==> src/hw/odc_pkg.sv <==
// Shared constants for the octal converter serial command logic
package odc_pkg;
  // Frame and word layout
  localparam int FRAME_BITS = 16;
  localparam int CNT_W = 5;
  localparam logic [4:0] FRAME_FULL = 5'h10;
  localparam int BIT_KIND = 15;
  localparam int BIT_RESET_ALL = 12;
  localparam int CODE_W = 12;
  localparam int NUM_CH = 8;
  // Control function codes in bits 14:13
  localparam logic [1:0] FN_REF = 2'h0;
  localparam logic [1:0] FN_LOAD = 2'h1;
  localparam logic [1:0] FN_PDOWN = 2'h2;
  localparam logic [1:0] FN_RESET = 2'h3;
  // Load-mode codes
  localparam logic [1:0] LDM_CONT = 2'h0;
  localparam logic [1:0] LDM_LATCH = 2'h1;
  localparam logic [1:0] LDM_SINGLE = 2'h2;
  localparam logic [1:0] LDM_RSVD = 2'h3;
  // Reference setup field positions (low bit = group A-D)
  localparam int POS_SUPPLY = 0;
  localparam int POS_BUF = 2;
  localparam int POS_GAIN = 4;
  // Power-on values
  localparam logic [1:0] RST_LOAD_MODE = LDM_LATCH;
  localparam logic [1:0] RST_GROUP = 2'h0;
  localparam logic [7:0] RST_PDOWN = 8'h00;
  localparam logic [CODE_W-1:0] RST_CODE = 12'h000;
  localparam logic RST_LINK_EN = 1'b1;
  // Register map, byte addresses
  localparam int ADDR_W = 8;
  localparam logic [7:0] REG_STATUS = 8'h00;
  localparam logic [7:0] REG_COUNT = 8'h04;
  localparam logic [7:0] REG_CONTROL = 8'h08;
  localparam logic [7:0] REG_CODE_BASE = 8'h20;
  localparam logic [7:0] REG_CODE_LAST = 8'h3C;
  // AXI responses
  localparam logic [1:0] RESP_OKAY = 2'h0;
  localparam logic [1:0] RESP_SLVERR = 2'h2;
endpackage

==> src/hw/odc_shifter.sv <==
// Serial frame shifter: edge detect, bit count, frame end
`timescale 1ns/1ps
module odc_shifter
  import odc_pkg::*;
(
  // Clock and reset
  input wire logic aclk,
  input wire logic aresetn,
  // Synchronised link pins
  input wire logic sclk_s,
  input wire logic din_s,
  input wire logic sync_n_s,
  // Frame results
  output logic [FRAME_BITS-1:0] word,
  output logic frame_done,
  output logic frame_abort
);
  logic sclk_prev_ff;
  logic sync_prev_ff;
  logic [CNT_W-1:0] cnt_ff;
  logic [FRAME_BITS-1:0] shift_ff;
  logic [FRAME_BITS-1:0] word_ff;
  logic done_ff;
  logic abort_ff;
  logic sclk_fall;

  assign sclk_fall = sclk_prev_ff && !sclk_s;

  // Shift on falling link clock while strobe low, close on strobe rise
  always_ff @(posedge aclk) begin
    if (!aresetn) begin
      sclk_prev_ff <= 1'b1; // Idle link clock level
      sync_prev_ff <= 1'b1;
      cnt_ff <= '0;
      shift_ff <= '0;
      word_ff <= '0;
      done_ff <= 1'b0;
      abort_ff <= 1'b0;
    end else begin
      sclk_prev_ff <= sclk_s;
      sync_prev_ff <= sync_n_s;
      done_ff <= 1'b0;
      abort_ff <= 1'b0;
      if (sync_n_s) begin
        cnt_ff <= '0;
        if (!sync_prev_ff) begin
          if (cnt_ff == FRAME_FULL) begin
            word_ff <= shift_ff;
            done_ff <= 1'b1;
          end else begin
            abort_ff <= 1'b1;
          end
        end
      end else if (sclk_fall && cnt_ff != FRAME_FULL) begin
        shift_ff <= {shift_ff[FRAME_BITS-2:0], din_s};
        cnt_ff <= cnt_ff + 5'h01;
      end
    end
  end

  assign word = word_ff;
  assign frame_done = done_ff;
  assign frame_abort = abort_ff;
endmodule

==> src/hw/odc_sync.sv <==
// Two-stage synchroniser for pin inputs
`timescale 1ns/1ps
module odc_sync #(
  parameter int W = 1,
  parameter logic [W-1:0] INIT = '0
) (
  // Clock and reset
  input wire logic aclk,
  input wire logic aresetn,
  // Data
  input wire logic [W-1:0] d,
  output logic [W-1:0] q
);
  logic [W-1:0] meta_ff;
  logic [W-1:0] q_ff;

  // First stage feeds only the second
  always_ff @(posedge aclk) begin
    if (!aresetn) begin
      meta_ff <= INIT;
      q_ff <= INIT;
    end else begin
      meta_ff <= d;
      q_ff <= meta_ff;
    end
  end

  assign q = q_ff;
endmodule

==> src/hw/odc_top.sv <==
// Octal converter command logic: frame decode, code banks, AXI4-Lite
// What this block does
// - Sixteen-bit shift register takes one bit per falling link clock edge.
// - Bits are accepted only while the active-low frame strobe is low.
// - Strobe rising before sixteen bits abandons the frame; only the abort count changes.
// - Words go MSB first; bit 15 zero is data, one is control.
// - A complete data frame loads the addressed channel input register.
// - Bits 14 to 12 address channels A (000) through H (111).
// - Twelve data bits; lower resolutions drop two or four low bits.
// - Codes are straight binary, zero to full scale.
// - Control bits 14:13 pick reference, load mode, power-down, reset.
// - Reference word bit 2 buffers A-D, bit 3 buffers E-H.
// - Reference word bit 4 doubles A-D range, bit 5 E-H.
// - Bits 0 and 1 pick supply reference per group, overriding buffering.
// - Supply-referenced group is forced unbuffered and unity range.
// - Power-down keeps codes and still accepts writes to them.
// - A powered-down channel presents its output as disconnected.
// - Power-on clears codes; normal, unbuffered, unity range until written.
// - Power-down word bits 7 to 0 map channels H to A.
// - Reset word clears codes; with bit 12 also all settings.
// - Load-mode bits: continuous, latched default, single update, reserved.
// - Outputs copy changed inputs while load pin low or mode continuous.
//
// The AXI4-Lite register port and the address map were chosen for this implementation.
`timescale 1ns/1ps
module odc_top
  import odc_pkg::*;
#(
  parameter int RES_BITS = 12
) (
  // Clock and reset
  input wire logic aclk,
  input wire logic aresetn,
  // Serial link pins
  input wire logic sclk,
  input wire logic din,
  input wire logic sync_n,
  input wire logic load_outputs_n,
  // Channel outputs
  output logic [NUM_CH*CODE_W-1:0] dac_code,
  output logic [NUM_CH-1:0] chan_hiz,
  output logic [1:0] ref_buffered,
  output logic [1:0] ref_supply,
  output logic [1:0] gain_double,
  // AXI4-Lite write
  input wire logic [odc_pkg::ADDR_W-1:0] s_axi_awaddr,
  input wire logic s_axi_awvalid,
  output logic s_axi_awready,
  input wire logic [31:0] s_axi_wdata,
  input wire logic [3:0] s_axi_wstrb,
  input wire logic s_axi_wvalid,
  output logic s_axi_wready,
  output logic [1:0] s_axi_bresp,
  output logic s_axi_bvalid,
  input wire logic s_axi_bready,
  // AXI4-Lite read
  input wire logic [odc_pkg::ADDR_W-1:0] s_axi_araddr,
  input wire logic s_axi_arvalid,
  output logic s_axi_arready,
  output logic [31:0] s_axi_rdata,
  output logic [1:0] s_axi_rresp,
  output logic s_axi_rvalid,
  input wire logic s_axi_rready
);
  localparam logic [CODE_W-1:0] RES_MASK =
    CODE_W'({CODE_W{1'b1}} << (CODE_W - RES_BITS));

  logic sclk_s, din_s, sync_n_s, load_n_s;
  logic [FRAME_BITS-1:0] word;
  logic frame_done, frame_abort;
  logic link_en_ff;
  logic is_data, is_ctrl, data_reset, ctrl_reset;
  logic [1:0] fn;
  logic [2:0] data_ch;
  logic [CODE_W-1:0] data_val;
  logic single_ff, load_now;
  logic [NUM_CH-1:0][CODE_W-1:0] in_code_ff;
  logic [NUM_CH-1:0][CODE_W-1:0] out_code_ff;
  logic [NUM_CH-1:0] dirty_ff;
  logic [1:0] gain_ff, buf_ff, supply_ff, load_mode_ff;
  logic [NUM_CH-1:0] pd_ff;
  logic [1:0] buf_eff_ff, gain_eff_ff;
  logic [15:0] frame_cnt_ff, abort_cnt_ff;
  logic awready_ff, wready_ff, bvalid_ff, arready_ff, rvalid_ff;
  logic [ADDR_W-1:0] awaddr_ff;
  logic [31:0] wdata_ff, rdata_ff;
  logic [3:0] wstrb_ff;
  logic [1:0] bresp_ff, rresp_ff;
  logic do_write;

  // Mapped register check, used by read and write paths
  function automatic logic reg_hit(input logic [ADDR_W-1:0] a);
    reg_hit = (a == REG_STATUS) || (a == REG_COUNT) || (a == REG_CONTROL) ||
              (a >= REG_CODE_BASE && a <= REG_CODE_LAST && a[1:0] == 2'h0);
  endfunction

  // Pin synchronisers: link clock is sampled, not used as a clock
  odc_sync #(.W(4), .INIT(4'b1_1_0_1)) u_sync (
    .aclk(aclk),
    .aresetn(aresetn),
    .d({sync_n, load_outputs_n, din, sclk}),
    .q({sync_n_s, load_n_s, din_s, sclk_s})
  );

  // Bit shifting and frame boundaries
  odc_shifter u_shift (
    .aclk(aclk),
    .aresetn(aresetn),
    .sclk_s(sclk_s),
    .din_s(din_s),
    .sync_n_s(sync_n_s),
    .word(word),
    .frame_done(frame_done),
    .frame_abort(frame_abort)
  );

  // Frame decode; software can mute the link
  assign is_data = frame_done && link_en_ff && !word[BIT_KIND];
  assign is_ctrl = frame_done && link_en_ff && word[BIT_KIND];
  assign fn = word[14:13];
  assign data_ch = word[14:12];
  assign data_val = word[CODE_W-1:0] & RES_MASK;
  assign ctrl_reset = is_ctrl && fn == FN_RESET;
  assign data_reset = ctrl_reset;
  assign load_now = !load_n_s || load_mode_ff == LDM_CONT || single_ff;

  // Single-update pulse after a load-mode word
  always_ff @(posedge aclk) begin
    if (!aresetn) begin
      single_ff <= 1'b0;
    end else begin
      single_ff <= is_ctrl && fn == FN_LOAD && word[1:0] == LDM_SINGLE;
    end
  end

  // Per-channel input and output code registers
  genvar gi;
  generate
    for (gi = 0; gi < NUM_CH; gi++) begin : g_ch
      always_ff @(posedge aclk) begin
        if (!aresetn) begin
          in_code_ff[gi] <= RST_CODE;
          out_code_ff[gi] <= RST_CODE;
          dirty_ff[gi] <= 1'b0;
        end else if (data_reset) begin
          in_code_ff[gi] <= RST_CODE;
          out_code_ff[gi] <= RST_CODE;
          dirty_ff[gi] <= 1'b0;
        end else begin
          // Writes land regardless of power-down
          if (is_data && data_ch == 3'(gi)) begin
            in_code_ff[gi] <= data_val;
            dirty_ff[gi] <= 1'b1;
          end else if (load_now && dirty_ff[gi]) begin
            dirty_ff[gi] <= 1'b0;
          end
          if (load_now && dirty_ff[gi]) begin
            out_code_ff[gi] <= in_code_ff[gi];
          end
        end
      end
      assign dac_code[gi*CODE_W +: CODE_W] = out_code_ff[gi];
    end
  endgenerate

  // Control settings; aborted frames never reach here
  always_ff @(posedge aclk) begin
    if (!aresetn) begin
      gain_ff <= RST_GROUP;
      buf_ff <= RST_GROUP;
      supply_ff <= RST_GROUP;
      load_mode_ff <= RST_LOAD_MODE;
      pd_ff <= RST_PDOWN;
    end else if (ctrl_reset && word[BIT_RESET_ALL]) begin
      gain_ff <= RST_GROUP;
      buf_ff <= RST_GROUP;
      supply_ff <= RST_GROUP;
      load_mode_ff <= RST_LOAD_MODE;
      pd_ff <= RST_PDOWN;
    end else if (is_ctrl) begin
      case (fn)
        FN_REF: begin
          supply_ff <= word[POS_SUPPLY +: 2];
          buf_ff <= word[POS_BUF +: 2];
          gain_ff <= word[POS_GAIN +: 2];
        end
        FN_LOAD: begin
          if (word[1:0] != LDM_RSVD) begin
            load_mode_ff <= word[1:0];
          end
        end
        FN_PDOWN: begin
          pd_ff <= word[NUM_CH-1:0];
        end
        default: begin
        end
      endcase
    end
  end

  // Effective group setup: supply reference overrides
  always_ff @(posedge aclk) begin
    if (!aresetn) begin
      buf_eff_ff <= RST_GROUP;
      gain_eff_ff <= RST_GROUP;
    end else begin
      buf_eff_ff <= buf_ff & ~supply_ff;
      gain_eff_ff <= gain_ff & ~supply_ff;
    end
  end

  assign chan_hiz = pd_ff;
  assign ref_buffered = buf_eff_ff;
  assign gain_double = gain_eff_ff;
  assign ref_supply = supply_ff;

  // Frame statistics
  always_ff @(posedge aclk) begin
    if (!aresetn) begin
      frame_cnt_ff <= 16'h0000;
      abort_cnt_ff <= 16'h0000;
    end else begin
      if (frame_done && link_en_ff) begin
        frame_cnt_ff <= frame_cnt_ff + 16'h0001;
      end
      if (frame_abort && link_en_ff) begin
        abort_cnt_ff <= abort_cnt_ff + 16'h0001;
      end
    end
  end

  // AXI write channels: address and data taken in either order
  assign do_write = !awready_ff && !wready_ff && !bvalid_ff;
  always_ff @(posedge aclk) begin
    if (!aresetn) begin
      awready_ff <= 1'b1;
      wready_ff <= 1'b1;
      bvalid_ff <= 1'b0;
      awaddr_ff <= '0;
      wdata_ff <= 32'h0000_0000;
      wstrb_ff <= 4'h0;
      bresp_ff <= RESP_OKAY;
    end else begin
      if (s_axi_awvalid && awready_ff) begin
        awready_ff <= 1'b0;
        awaddr_ff <= s_axi_awaddr;
      end
      if (s_axi_wvalid && wready_ff) begin
        wready_ff <= 1'b0;
        wdata_ff <= s_axi_wdata;
        wstrb_ff <= s_axi_wstrb;
      end
      if (do_write) begin
        bvalid_ff <= 1'b1;
        bresp_ff <= reg_hit(awaddr_ff) ? RESP_OKAY : RESP_SLVERR;
      end
      if (bvalid_ff && s_axi_bready) begin
        bvalid_ff <= 1'b0;
        awready_ff <= 1'b1;
        wready_ff <= 1'b1;
      end
    end
  end

  // Control register: bit 0 enables frame acceptance
  always_ff @(posedge aclk) begin
    if (!aresetn) begin
      link_en_ff <= RST_LINK_EN;
    end else if (do_write && awaddr_ff == REG_CONTROL && wstrb_ff[0]) begin
      link_en_ff <= wdata_ff[0];
    end
  end

  // AXI read channel: answer on the same edge that accepts the address
  always_ff @(posedge aclk) begin
    if (!aresetn) begin
      arready_ff <= 1'b0;
      rvalid_ff <= 1'b0;
      rdata_ff <= 32'h0000_0000;
      rresp_ff <= RESP_OKAY;
    end else begin
      arready_ff <= !rvalid_ff && !(s_axi_arvalid && arready_ff);
      if (s_axi_arvalid && arready_ff) begin
        rvalid_ff <= 1'b1;
        rresp_ff <= reg_hit(s_axi_araddr) ? RESP_OKAY : RESP_SLVERR;
        rdata_ff <= 32'h0000_0000;
        if (s_axi_araddr == REG_STATUS) begin
          rdata_ff <= {8'h00, dirty_ff, load_mode_ff, pd_ff,
                       gain_ff, buf_ff, supply_ff};
        end else if (s_axi_araddr == REG_COUNT) begin
          rdata_ff <= {abort_cnt_ff, frame_cnt_ff};
        end else if (s_axi_araddr == REG_CONTROL) begin
          rdata_ff <= {31'h0000_0000, link_en_ff};
        end else if (reg_hit(s_axi_araddr)) begin
          rdata_ff <= {20'h0_0000, out_code_ff[s_axi_araddr[4:2]]};
        end
      end else if (rvalid_ff && s_axi_rready) begin
        rvalid_ff <= 1'b0;
      end
    end
  end

  assign s_axi_awready = awready_ff;
  assign s_axi_wready = wready_ff;
  assign s_axi_bvalid = bvalid_ff;
  assign s_axi_bresp = bresp_ff;
  assign s_axi_arready = arready_ff;
  assign s_axi_rvalid = rvalid_ff;
  assign s_axi_rdata = rdata_ff;
  assign s_axi_rresp = rresp_ff;
endmodule

==> config.mk <==
export PLATFORM = sky130hd
export DESIGN_NAME = odc_top
export DESIGN_NICKNAME = d
export VERILOG_FILES = /design/src/hw/odc_pkg.sv /design/src/hw/odc_shifter.sv /design/src/hw/odc_sync.sv /design/src/hw/odc_top.sv
export SDC_FILE = /design/constraint.sdc
export NUM_CORES = 1
export LEC_CHECK = 0
export BUFFER_PORTS_ARGS = -buffer_cell sky130_fd_sc_hd__clkbuf_2
export CAP_MARGIN = 20
export CORE_UTILIZATION = 53
export CTS_BUF_LIST = sky130_fd_sc_hd__clkbuf_2
export DETAILED_ROUTE_END_ITERATION = 10
export GPL_TIMING_DRIVEN = 0
export PLACE_DENSITY_LB_ADDON = 0.12
export SLEW_MARGIN = 20
export SYNTH_ARGS = -nofsm -noshare
export SYNTH_HDL_FRONTEND = slang
export SYNTH_SLANG_ARGS = --single-unit
==> constraint.sdc <==
create_clock -name aclk -period 1.6 [get_ports aclk]
set_input_delay 0.08 -clock aclk [delete_from_list [all_inputs] [get_ports aclk]]
set_output_delay 0.08 -clock aclk [all_outputs]
set_load 0.01 [all_outputs]
==> impl_summary.txt, run 1 <==
----------------------------------------------------
[Global routing]
  Total global routing overflow ... 0
  Initial antenna violation count ... 2
  Number of global-route vias before repair ... between 10k and 15k
  Largest net degree at the start of global routing ... 14
  All-Layer GR Usage ... a little under a third
  First-pass GRT wire length ... 62,870 µm

[CTS]
  H-tree lvl count ... 3
  Cell at the root of the clock tree ... clkbuf_2
  Clock Pin Slew Worst Setup and Hold Paths ... 90 ps
  Clock sinks ... between 300 and 400
  TritonCTS clock tree ... yes
  Clock latency on the worst-skew pair ... 920 ps
  Maximum count of clock buffers along a single path ... 3
  Total CTS buffers ... 90

[Timing]
  Remaining max-slew budget at the tightest pin ... 28.63%
  Transition at the pin with the smallest max-transition slack ... ~1100 ps
  Worst-case setup margin in the final layout ... -200.1 ps
  Unrepaired setup endpoints after global routing ... yes
  Final Max Tran Viols ... 0
  Final Hold Violating Endpoints ... 0
  Final cycle utilization of the critical path ... 112.5%
  Accumulated negative setup slack ... -17,090 ps
  Top achievable clock speed ... 555.5 MHz
  Hold_ws ... between 100 and 150 ps
  Minimum clock period after layout ... roughly 1800 ps
  Worst clock skew ... between 70 and 80 ps
  Final setup vio count ... between 200 and 250

[Outcome]
  Failing checks ... setup timing
  Run status ... finished with violations

[Critical path]
  CP startpoint kind ... flop
  End of the worst register-to-register path ... chan_hiz[0]
  Worst Reg-to-Reg Cells ... 7
  CP Cell Sequence ... buf_6 -> nand4_1 -> o21ai_4 -> buf_6 -> o21a_4 -> buf_4 -> nor2_1
  Cell with the biggest individual delay on the critical path ... o21ai_4
  Largest driver fanout on the critical path ... 6
  Cell seen most often among critical-path stages ... buf_6
  Critical Path End Type ... flop
  Worst reg2reg startpoint ... link_en_ff
  Worst Path Class, Setup ... flop to flop
  Register-to-register setup slack ... -200 ps
  Data arrival time at the worst-slack endpoint ... roughly 2600 ps
  Worst stage delay on the critical path ... roughly 380 ps
  Critical path required time ... 2350 ps

[Pwr]
  Worst ir drop on vdd ... about 660 µV
  Pwr Density ... between 800 and 900 nW/µm²
  Leakage ... approximately 8.1 nW

[Synthesis]
  Top cells by count, synth ... 352 x dfxtp_1, 237 x nor2_1, 226 x mux2i_1
  Top cells by area, synth ... dfxtp_1 51%, mux2i_1 16%, nor2_1 6.4%
  Number of storage elements in the synthesis netlist ... 352
  Area leader, netlist ... dfxtp_1
  Async set-reset flop share out of synthesis ... 0%
  Count of distinct cell types in the synthesized netlist ... 60
  Synthesized area per cell ... roughly 9.7 µm²
  Synthesized instance count ... between 1k and 1.5k
  Number of enable flip-flop cells after synthesis ... 0
  Main synth FF type ... dfxtp_1
  Most common cell in the synthesized netlist ... dfxtp_1
  Synthesized cell area ... 13,900 µm²
  Proportion of netlist area held by the largest area contributor ... about 50%
  Number of synthesis warnings ... 0
  Share of synthesized area occupied by flip-flops and latches ... 50.70%

[Cells and area]
  Core occupancy in the finished layout ... 73.16%
  Area growth, synth to finish ... 34.07%
  Final layout net count ... roughly 1.9k
  Layout cell share with drive strength beyond 1 ... between 30% and 40%

[Routing]
  Number of antenna-violating nets in the routed design ... 0
  First-pass iteration count of the detailed router ... 5
  Via count ... between 10k and 15k
  Per-cell routed wire length ... 20.25 µm
  Avg Vias per Cell ... approximately 5.6
  Detailed router's first-iteration violation count ... between 900 and 1k
  Wire length after detailed routing ... 44,760 µm
  DR DRC count ... 0

[Floorplan]
  Width of the die ... 163.9 µm
  Area of the core ... between 20,000 and 30,000 µm²
  Die Area ... 26,880 µm²
  Placement Rows ... just under 60
  Die Ht ... about 160 µm
  Initial core utilization ... 54.57%
  Number of top-level pins ... approximately 210

[Placed design]
  Final HPWL DP ... 27,750 µm
  Placement-stage worst setup slack ... -457.5 ps
  Placer's final routability congestion estimate ... ~0.86
  Number of input and output port buffers inserted ... ~180

[Run]
  Max Cap Violations ... 0

[Worst hold path]
  Class of the tightest hold or removal check ... input pin to flop
  End point of the worst hold path ... s_axi_rdata[11]
  Origin of the worst min-delay path ... s_axi_araddr[4]
  Hold Path Cell Cnt ... 6

----------------------------------------------------
## critical path, delay by kind of cell (launching register included)
family	cells	cell delay, ps
compound gates	2	570
simple gates	2	300
flops	1	350
buf+inv	3	420
## cells in the final DEF, fill, tap and decap left out, types with 13 or more instances in the layout
cell / count
clkbuf_2: 314
dfxtp_1: 276
mux2i_1: 206
nor2_1: 178
nand2_1: 128
dfxtp_2: 75
a21oi_1: 72
dlygate4sd3_1: 64
nand3_1: 45
o21ai_0: 44
buf_6: 42
buf_4: 40
nor2_4: 35
nor2_2: 25
clkbuf_1: 23
mux4_2: 20
buf_12: 15
nor2b_1: 14
xnor2_1: 13
## metal layers
metal	up-vias	wire [µm]	global-route usage, %
met5	-	10	0
met2	572	21100	49.29
li1	5753	-	-
met3	123	3696	7.121
met1	6034	18370	40.85
met4	2	1586	13.30
## kinds of logic (layout without fill, tap and decap cells)
group / Yosys count / after routing / synth area share (%)
AND/OR/NAND/NOR: 519 / 519 / 16.93
buffers and inverters: 114 / 566 / 4.042
XOR/XNOR: 24 / 24 / 1.512
multiplexers: 246 / 246 / 19.52
adder cells (fa/ha/maj): 4 / 4 / 0.3601
AO/OA/AOI/OAI: 166 / 166 / 6.914
flip-flops: 352 / 352 / 50.70
other: 1 / 3 / 0.02698
## power by group
part / total [mW] / switching [mW] / internal, mW
Clock: 5.90 / 3.67 / 2.23
Combinational: 0.918 / 0.494 / 0.424
Sequential: 8.82 / 0.0291 / 8.79
## how the worst max path moves through the flow
stage,startpoint,endpoint,slack (ps)
after CTS,u_shift.cnt_ff[1],u_shift.shift_ff[6],-70
after floorplan,u_shift.cnt_ff[0],u_shift.shift_ff[10],-60
after global placement,s_axi_araddr[4],s_axi_rdata[9],-440
after global routing,link_en_ff,load_mode_ff[0],-240
after detailed placement,s_axi_araddr[4],s_axi_rdata[9],-460
final,link_en_ff,chan_hiz[0],-200
## timing repair
| action | in CTS | in global routing |
|---|---|---|
| hold endpoints to repair | 68 | 0 |
| setup endpoints to repair | 262 | 303 |
| setup buffers | 22 | 27 |
| cloned | 1 | 16 |
| pin swaps | 13 | 71 |
| hold buffers | 64 | 0 |
| gates resized for setup | 92 | 355 |
## registers in the layout, summed over array words and instances (netlist names), 2 cells and up
name / flops
dac_code: 96
in_code_ff: 96
s_axi_rdata: 32
abort_cnt_ff: 16
frame_cnt_ff: 16
u_shift.shift_ff: 16
u_shift.word: 16
awaddr_ff: 8
chan_hiz: 8
dirty_ff: 8
u_shift.cnt_ff: 5
u_sync.meta_ff: 4
u_sync.q: 4
buf_ff: 2
gain_double: 2
gain_ff: 2
load_mode_ff: 2
ref_buffered: 2
ref_supply: 2
## per-stage QoR
step	instances	power (mW)	cell area, µm²
final	2210	15.64	18640
after global routing	2210	16.23	18640
after CTS	2167	15.41	17060
after detailed placement	1932	9.558	15210
after global placement	1932	9.552	15210
after floorplan	1427	9.354	13920
## area by class of cell
type | instances | area [µm²]
multi-input combinational | 961 | 7037
inverter | 12 | 45.04
clock inverter | 15 | 72.57
fill | 1860 | 6837
tap | 330 | 412.9
antenna | 1 | 2.502
timing repair buffer | 305 | 2352
sequential | 352 | 7144
buffer | 98 | 888.4
clock buffer | 136 | 680.7
No activity file was read; power rests on OpenSTA's default activity.
==> inputs of run 2 (changes only) <==
--- a/config.mk
+++ b/config.mk
@@ -5,8 +5,8 @@
 export SDC_FILE = /design/constraint.sdc
 export NUM_CORES = 1
 export LEC_CHECK = 0
+export ABC_AREA = 1
 export BUFFER_PORTS_ARGS = -buffer_cell sky130_fd_sc_hd__clkbuf_2
-export CAP_MARGIN = 20
 export CORE_UTILIZATION = 53
 export CTS_BUF_LIST = sky130_fd_sc_hd__clkbuf_2
 export DETAILED_ROUTE_END_ITERATION = 10
==> run 2 against run 1 <==
Compared with the run above: the run still ends with setup timing left; wire length grew 6.9%; design area down 4.8%; critical path depth up 2; die area fell by 0.40%; global-route usage grew 3.0 points; total power is 2.1% higher; synthesized cell count up 30%; flip-flop and latch count did not move; utilization down 3.3 points; clock power up 3.6%; area after synthesis shrank 0.40%; largest power group unchanged.
==> impl_summary.txt, run 2 <==
----------------------------------------------------
[Synthesis]
  Synthesized cell area ... 13,840 µm² (-0.40%)
  Main synth FF type ... dfxtp_1
  Synthesized area per cell ... 7.479 µm² (-23%)
  Area leader, netlist ... dfxtp_1
  Most common cell in the synthesized netlist ... nand2_1
  Number of synthesis warnings ... 0 (unchanged)
  Synthesized instance count ... 1,851 (+30%)
  Proportion of netlist area held by the largest area contributor ... 50.90% (+0.20 points)
  Top cells by count, synth ... 439 x nand2_1, 352 x dfxtp_1, 301 x a21oi_1
  Number of storage elements in the synthesis netlist ... 352 (unchanged)
  Number of enable flip-flop cells after synthesis ... 0 (unchanged)
  Top cells by area, synth ... dfxtp_1 51%, nand2_1 12%, a21oi_1 11%
  Async set-reset flop share out of synthesis ... 0% (unchanged)
  Share of synthesized area occupied by flip-flops and latches ... 50.90% (+0.20 points)
  Count of distinct cell types in the synthesized netlist ... 38 (-37%)

[Global routing]
  All-Layer GR Usage ... 34.18% (+3.0 points)
  Number of global-route vias before repair ... 12.95k (+14%)
  Total global routing overflow ... 0 (unchanged)
  Largest net degree at the start of global routing ... 13 (-1)
  Initial antenna violation count ... 3 (+1)
  First-pass GRT wire length ... 69,470 µm (+11%)

[Placed design]
  Final HPWL DP ... 32,330 µm (+17%)
  Total placed instance area ... 15,140 µm² (-0.46%)
  Placer's final routability congestion estimate ... 0.9580 (+12%)
  Number of input and output port buffers inserted ... 176 (+0.57%)
  Number of placed instances with taps included ... 2,358 (+22%)

[Critical path]
  Worst Path Class, Setup ... flop to flop
  Register-to-register setup slack ... -40 ps (+160 ps)
  Largest driver fanout on the critical path ... 10 (+4)
  End of the worst register-to-register path ... u_shift.shift_ff[1]
  Worst reg2reg startpoint ... u_shift.cnt_ff[0]
  Critical Path Sink ... u_shift.shift_ff[1]
  Critical Path End Type ... flop
  Critical path required time ... 2420 ps (+70 ps)
  Data arrival time at the worst-slack endpoint ... 2460 ps (-90 ps)
  CP startpoint kind ... flop
  Worst Reg-to-Reg Cells ... 9 (+2)
  Worst setup path startpoint ... u_shift.cnt_ff[0]

[Floorplan]
  Area of the core ... 25,400 µm² (-0.28%)
  Number of top-level pins ... 214 (unchanged)
  Placement Rows ... 58 (unchanged)
  Width of the die ... 163.6 µm (-0.20%)
  Initial core utilization ... 54.51% (-0.061 points)
  Die Area ... 26,770 µm² (-0.40%)
  Die Ht ... 163.6 µm (-0.20%)

[Cells and area]
  Final layout net count ... 2,272 (+20%)
  Area growth, synth to finish ... 28.16%
  Fill count ... 2,161 (+16%)
  Summed area of non-filler cells in the final layout ... 17,740 µm² (-4.8%)
  Layout cell share with drive strength beyond 1 ... 26.82% (-9.9 points)
  Post-route insts no fill ... 2,607 (+18%)
  Core occupancy in the finished layout ... 69.86% (-3.3 points)
  Commonest cells after routing, fill and taps aside ... 427 x nand2_1, 322 x clkbuf_2, 320 x dfxtp_1
  Commonest non-fill, non-tap cell in the layout ... nand2_1

[Routing]
  Avg Vias per Cell ... 5.573 (-1.3%)
  Wire length after detailed routing ... 47,840 µm (+6.9%)
  Via count ... 14.53k (+16%)
  Number of antenna-violating nets in the routed design ... 0 (unchanged)
  Per-cell routed wire length ... 18.35 µm (-9.4%)
  Detailed router's first-iteration violation count ... 1,509 (+51%)
  DR DRC count ... 0 (unchanged)
  First-pass iteration count of the detailed router ... 5 (unchanged)

[Timing]
  Final Hold Violating Endpoints ... 0 (unchanged)
  Final setup vio count ... 11 (-95%)
  Transition at the pin with the smallest max-transition slack ... 888.0 ps (-182.6 ps)
  Minimum clock period after layout ... 1639 ps (-160.6 ps)
  Top achievable clock speed ... 610.0 MHz (+9.8%)
  Final Max Tran Viols ... 0 (unchanged)
  Remaining max-slew budget at the tightest pin ... 40.80% (+12 points)
  Worst-case setup margin in the final layout ... -39.46 ps (+160.6 ps)
  Unrepaired setup endpoints after global routing ... yes
  Worst clock skew ... 86.35 ps (+13.14 ps)
  Final cycle utilization of the critical path ... 102.5% (-10 points)

[Run]
  Max Cap Violations ... 0 (unchanged)

[CTS]
  Total CTS buffers ... 89 (-1.1%)
  Maximum count of clock buffers along a single path ... 3 (unchanged)
  Clock latency on the worst-skew pair ... 940 ps (+20 ps)
  H-tree lvl count ... 3 (unchanged)
  TritonCTS clock tree ... yes
  Clock sinks ... 352 (unchanged)
  Cell at the root of the clock tree ... clkbuf_2
  Clock Pin Slew Worst Setup and Hold Paths ... 100 ps (about the same)

[Outcome]
  Run status ... finished with violations
  Failing checks ... setup timing

[Pwr]
  Worst ir drop on vdd ... 590.0 µV (-10%)
  Leakage ... 7.456 nW (-7.9%)
  Pwr Density ... 900.5 nW/µm² (+7.3%)

[Worst hold path]
  Class of the tightest hold or removal check ... input pin to flop

----------------------------------------------------
==> run 2: timing repair <==
item,CTS,global route
pin swaps,7,11
setup buffers,8,17
resized for setup,91,348
hold endpoints to repair,277,0
setup endpoints to repair,283,283
gates cloned,1,11
hold buffers,51,0
==> run 2: area by class of cell <==
class	count	area, µm²	share of cell area, %
timing repair buffer	264	1807	10.18
clock inverter	27	140.1	0.7898
inverter	150	570.5	3.216
clock buffer	133	665.6	3.751
buffer	107	770.7	4.344
antenna	3	7.507	0.04231
sequential	352	7097	40.00
multi-input combinational	1241	6272	35.35
tap	330	412.9	2.327
==> run 2: metal layers <==
metal / share of wire (%) / vias to the layer above / track usage, %
met1: 43 / 6781 / 46.22
met4: 3.7 / 0 / 13.85
met5: 0 / - / 0
met3: 9.0 / 141 / 7.415
met2: 45 / 737 / 52.77
li1: - / 6869 / -
==> run 2: report_power, final <==
group / total [mW] / internal (mW) / switching (mW)
clock network: 6.11 / 2.38 / 3.74
logic: 1.02 / 0.384 / 0.636
registers: 8.85 / 8.81 / 0.0370
total: 16.0 / 11.6 / 4.41
==> run 2: how the worst min path moves through the flow <==
stage	start	cells after the start	endpoint
CTS	s_axi_wstrb[0]	4	wstrb_ff[0]
detailed placement	sclk	2	u_sync.meta_ff[0]
floorplan	din	2	u_sync.meta_ff[1]
global route	s_axi_wstrb[0]	4	wstrb_ff[0]
global placement	sync_n	2	u_sync.meta_ff[3]
finish	s_axi_wstrb[0]	4	wstrb_ff[0]
==> run 2: cell families (layout without fill, tap and decap cells) <==
logic type	Yosys count	in the layout	synth area share, %
compound gates	536	536	19.72
flops	352	352	50.90
simple gates	689	689	20.80
buf+inv	259	681	7.555
xor+xnor	10	10	0.6327
other cells	1	5	0.02709
fa+ha+maj	4	4	0.3615
==> run 2: critical path, cell delays in order (launching register included) <==
cell     delay (ps)
dfxtp_2         350
inv_2            60
ha_4            160
nand2_4          70
nor3_4           50
buf_6           130
nor3_4          190
buf_4           220
nand3_1         140
a21oi_2         200
==> run 2: per-stage QoR <==
step	TNS (ps)	setup slack [ps]	power [mW]	hold WS [ps]
after floorplan	0	76.59	9.481	177.6
after global placement	-76850	-471.2	9.769	266.5
after detailed placement	-81320	-463.5	9.777	272.3
after CTS	-6.736	-6.736	15.80	5.618
after global routing	-3098	-105.6	16.57	0.8053
final	-97.67	-39.46	15.98	10.60
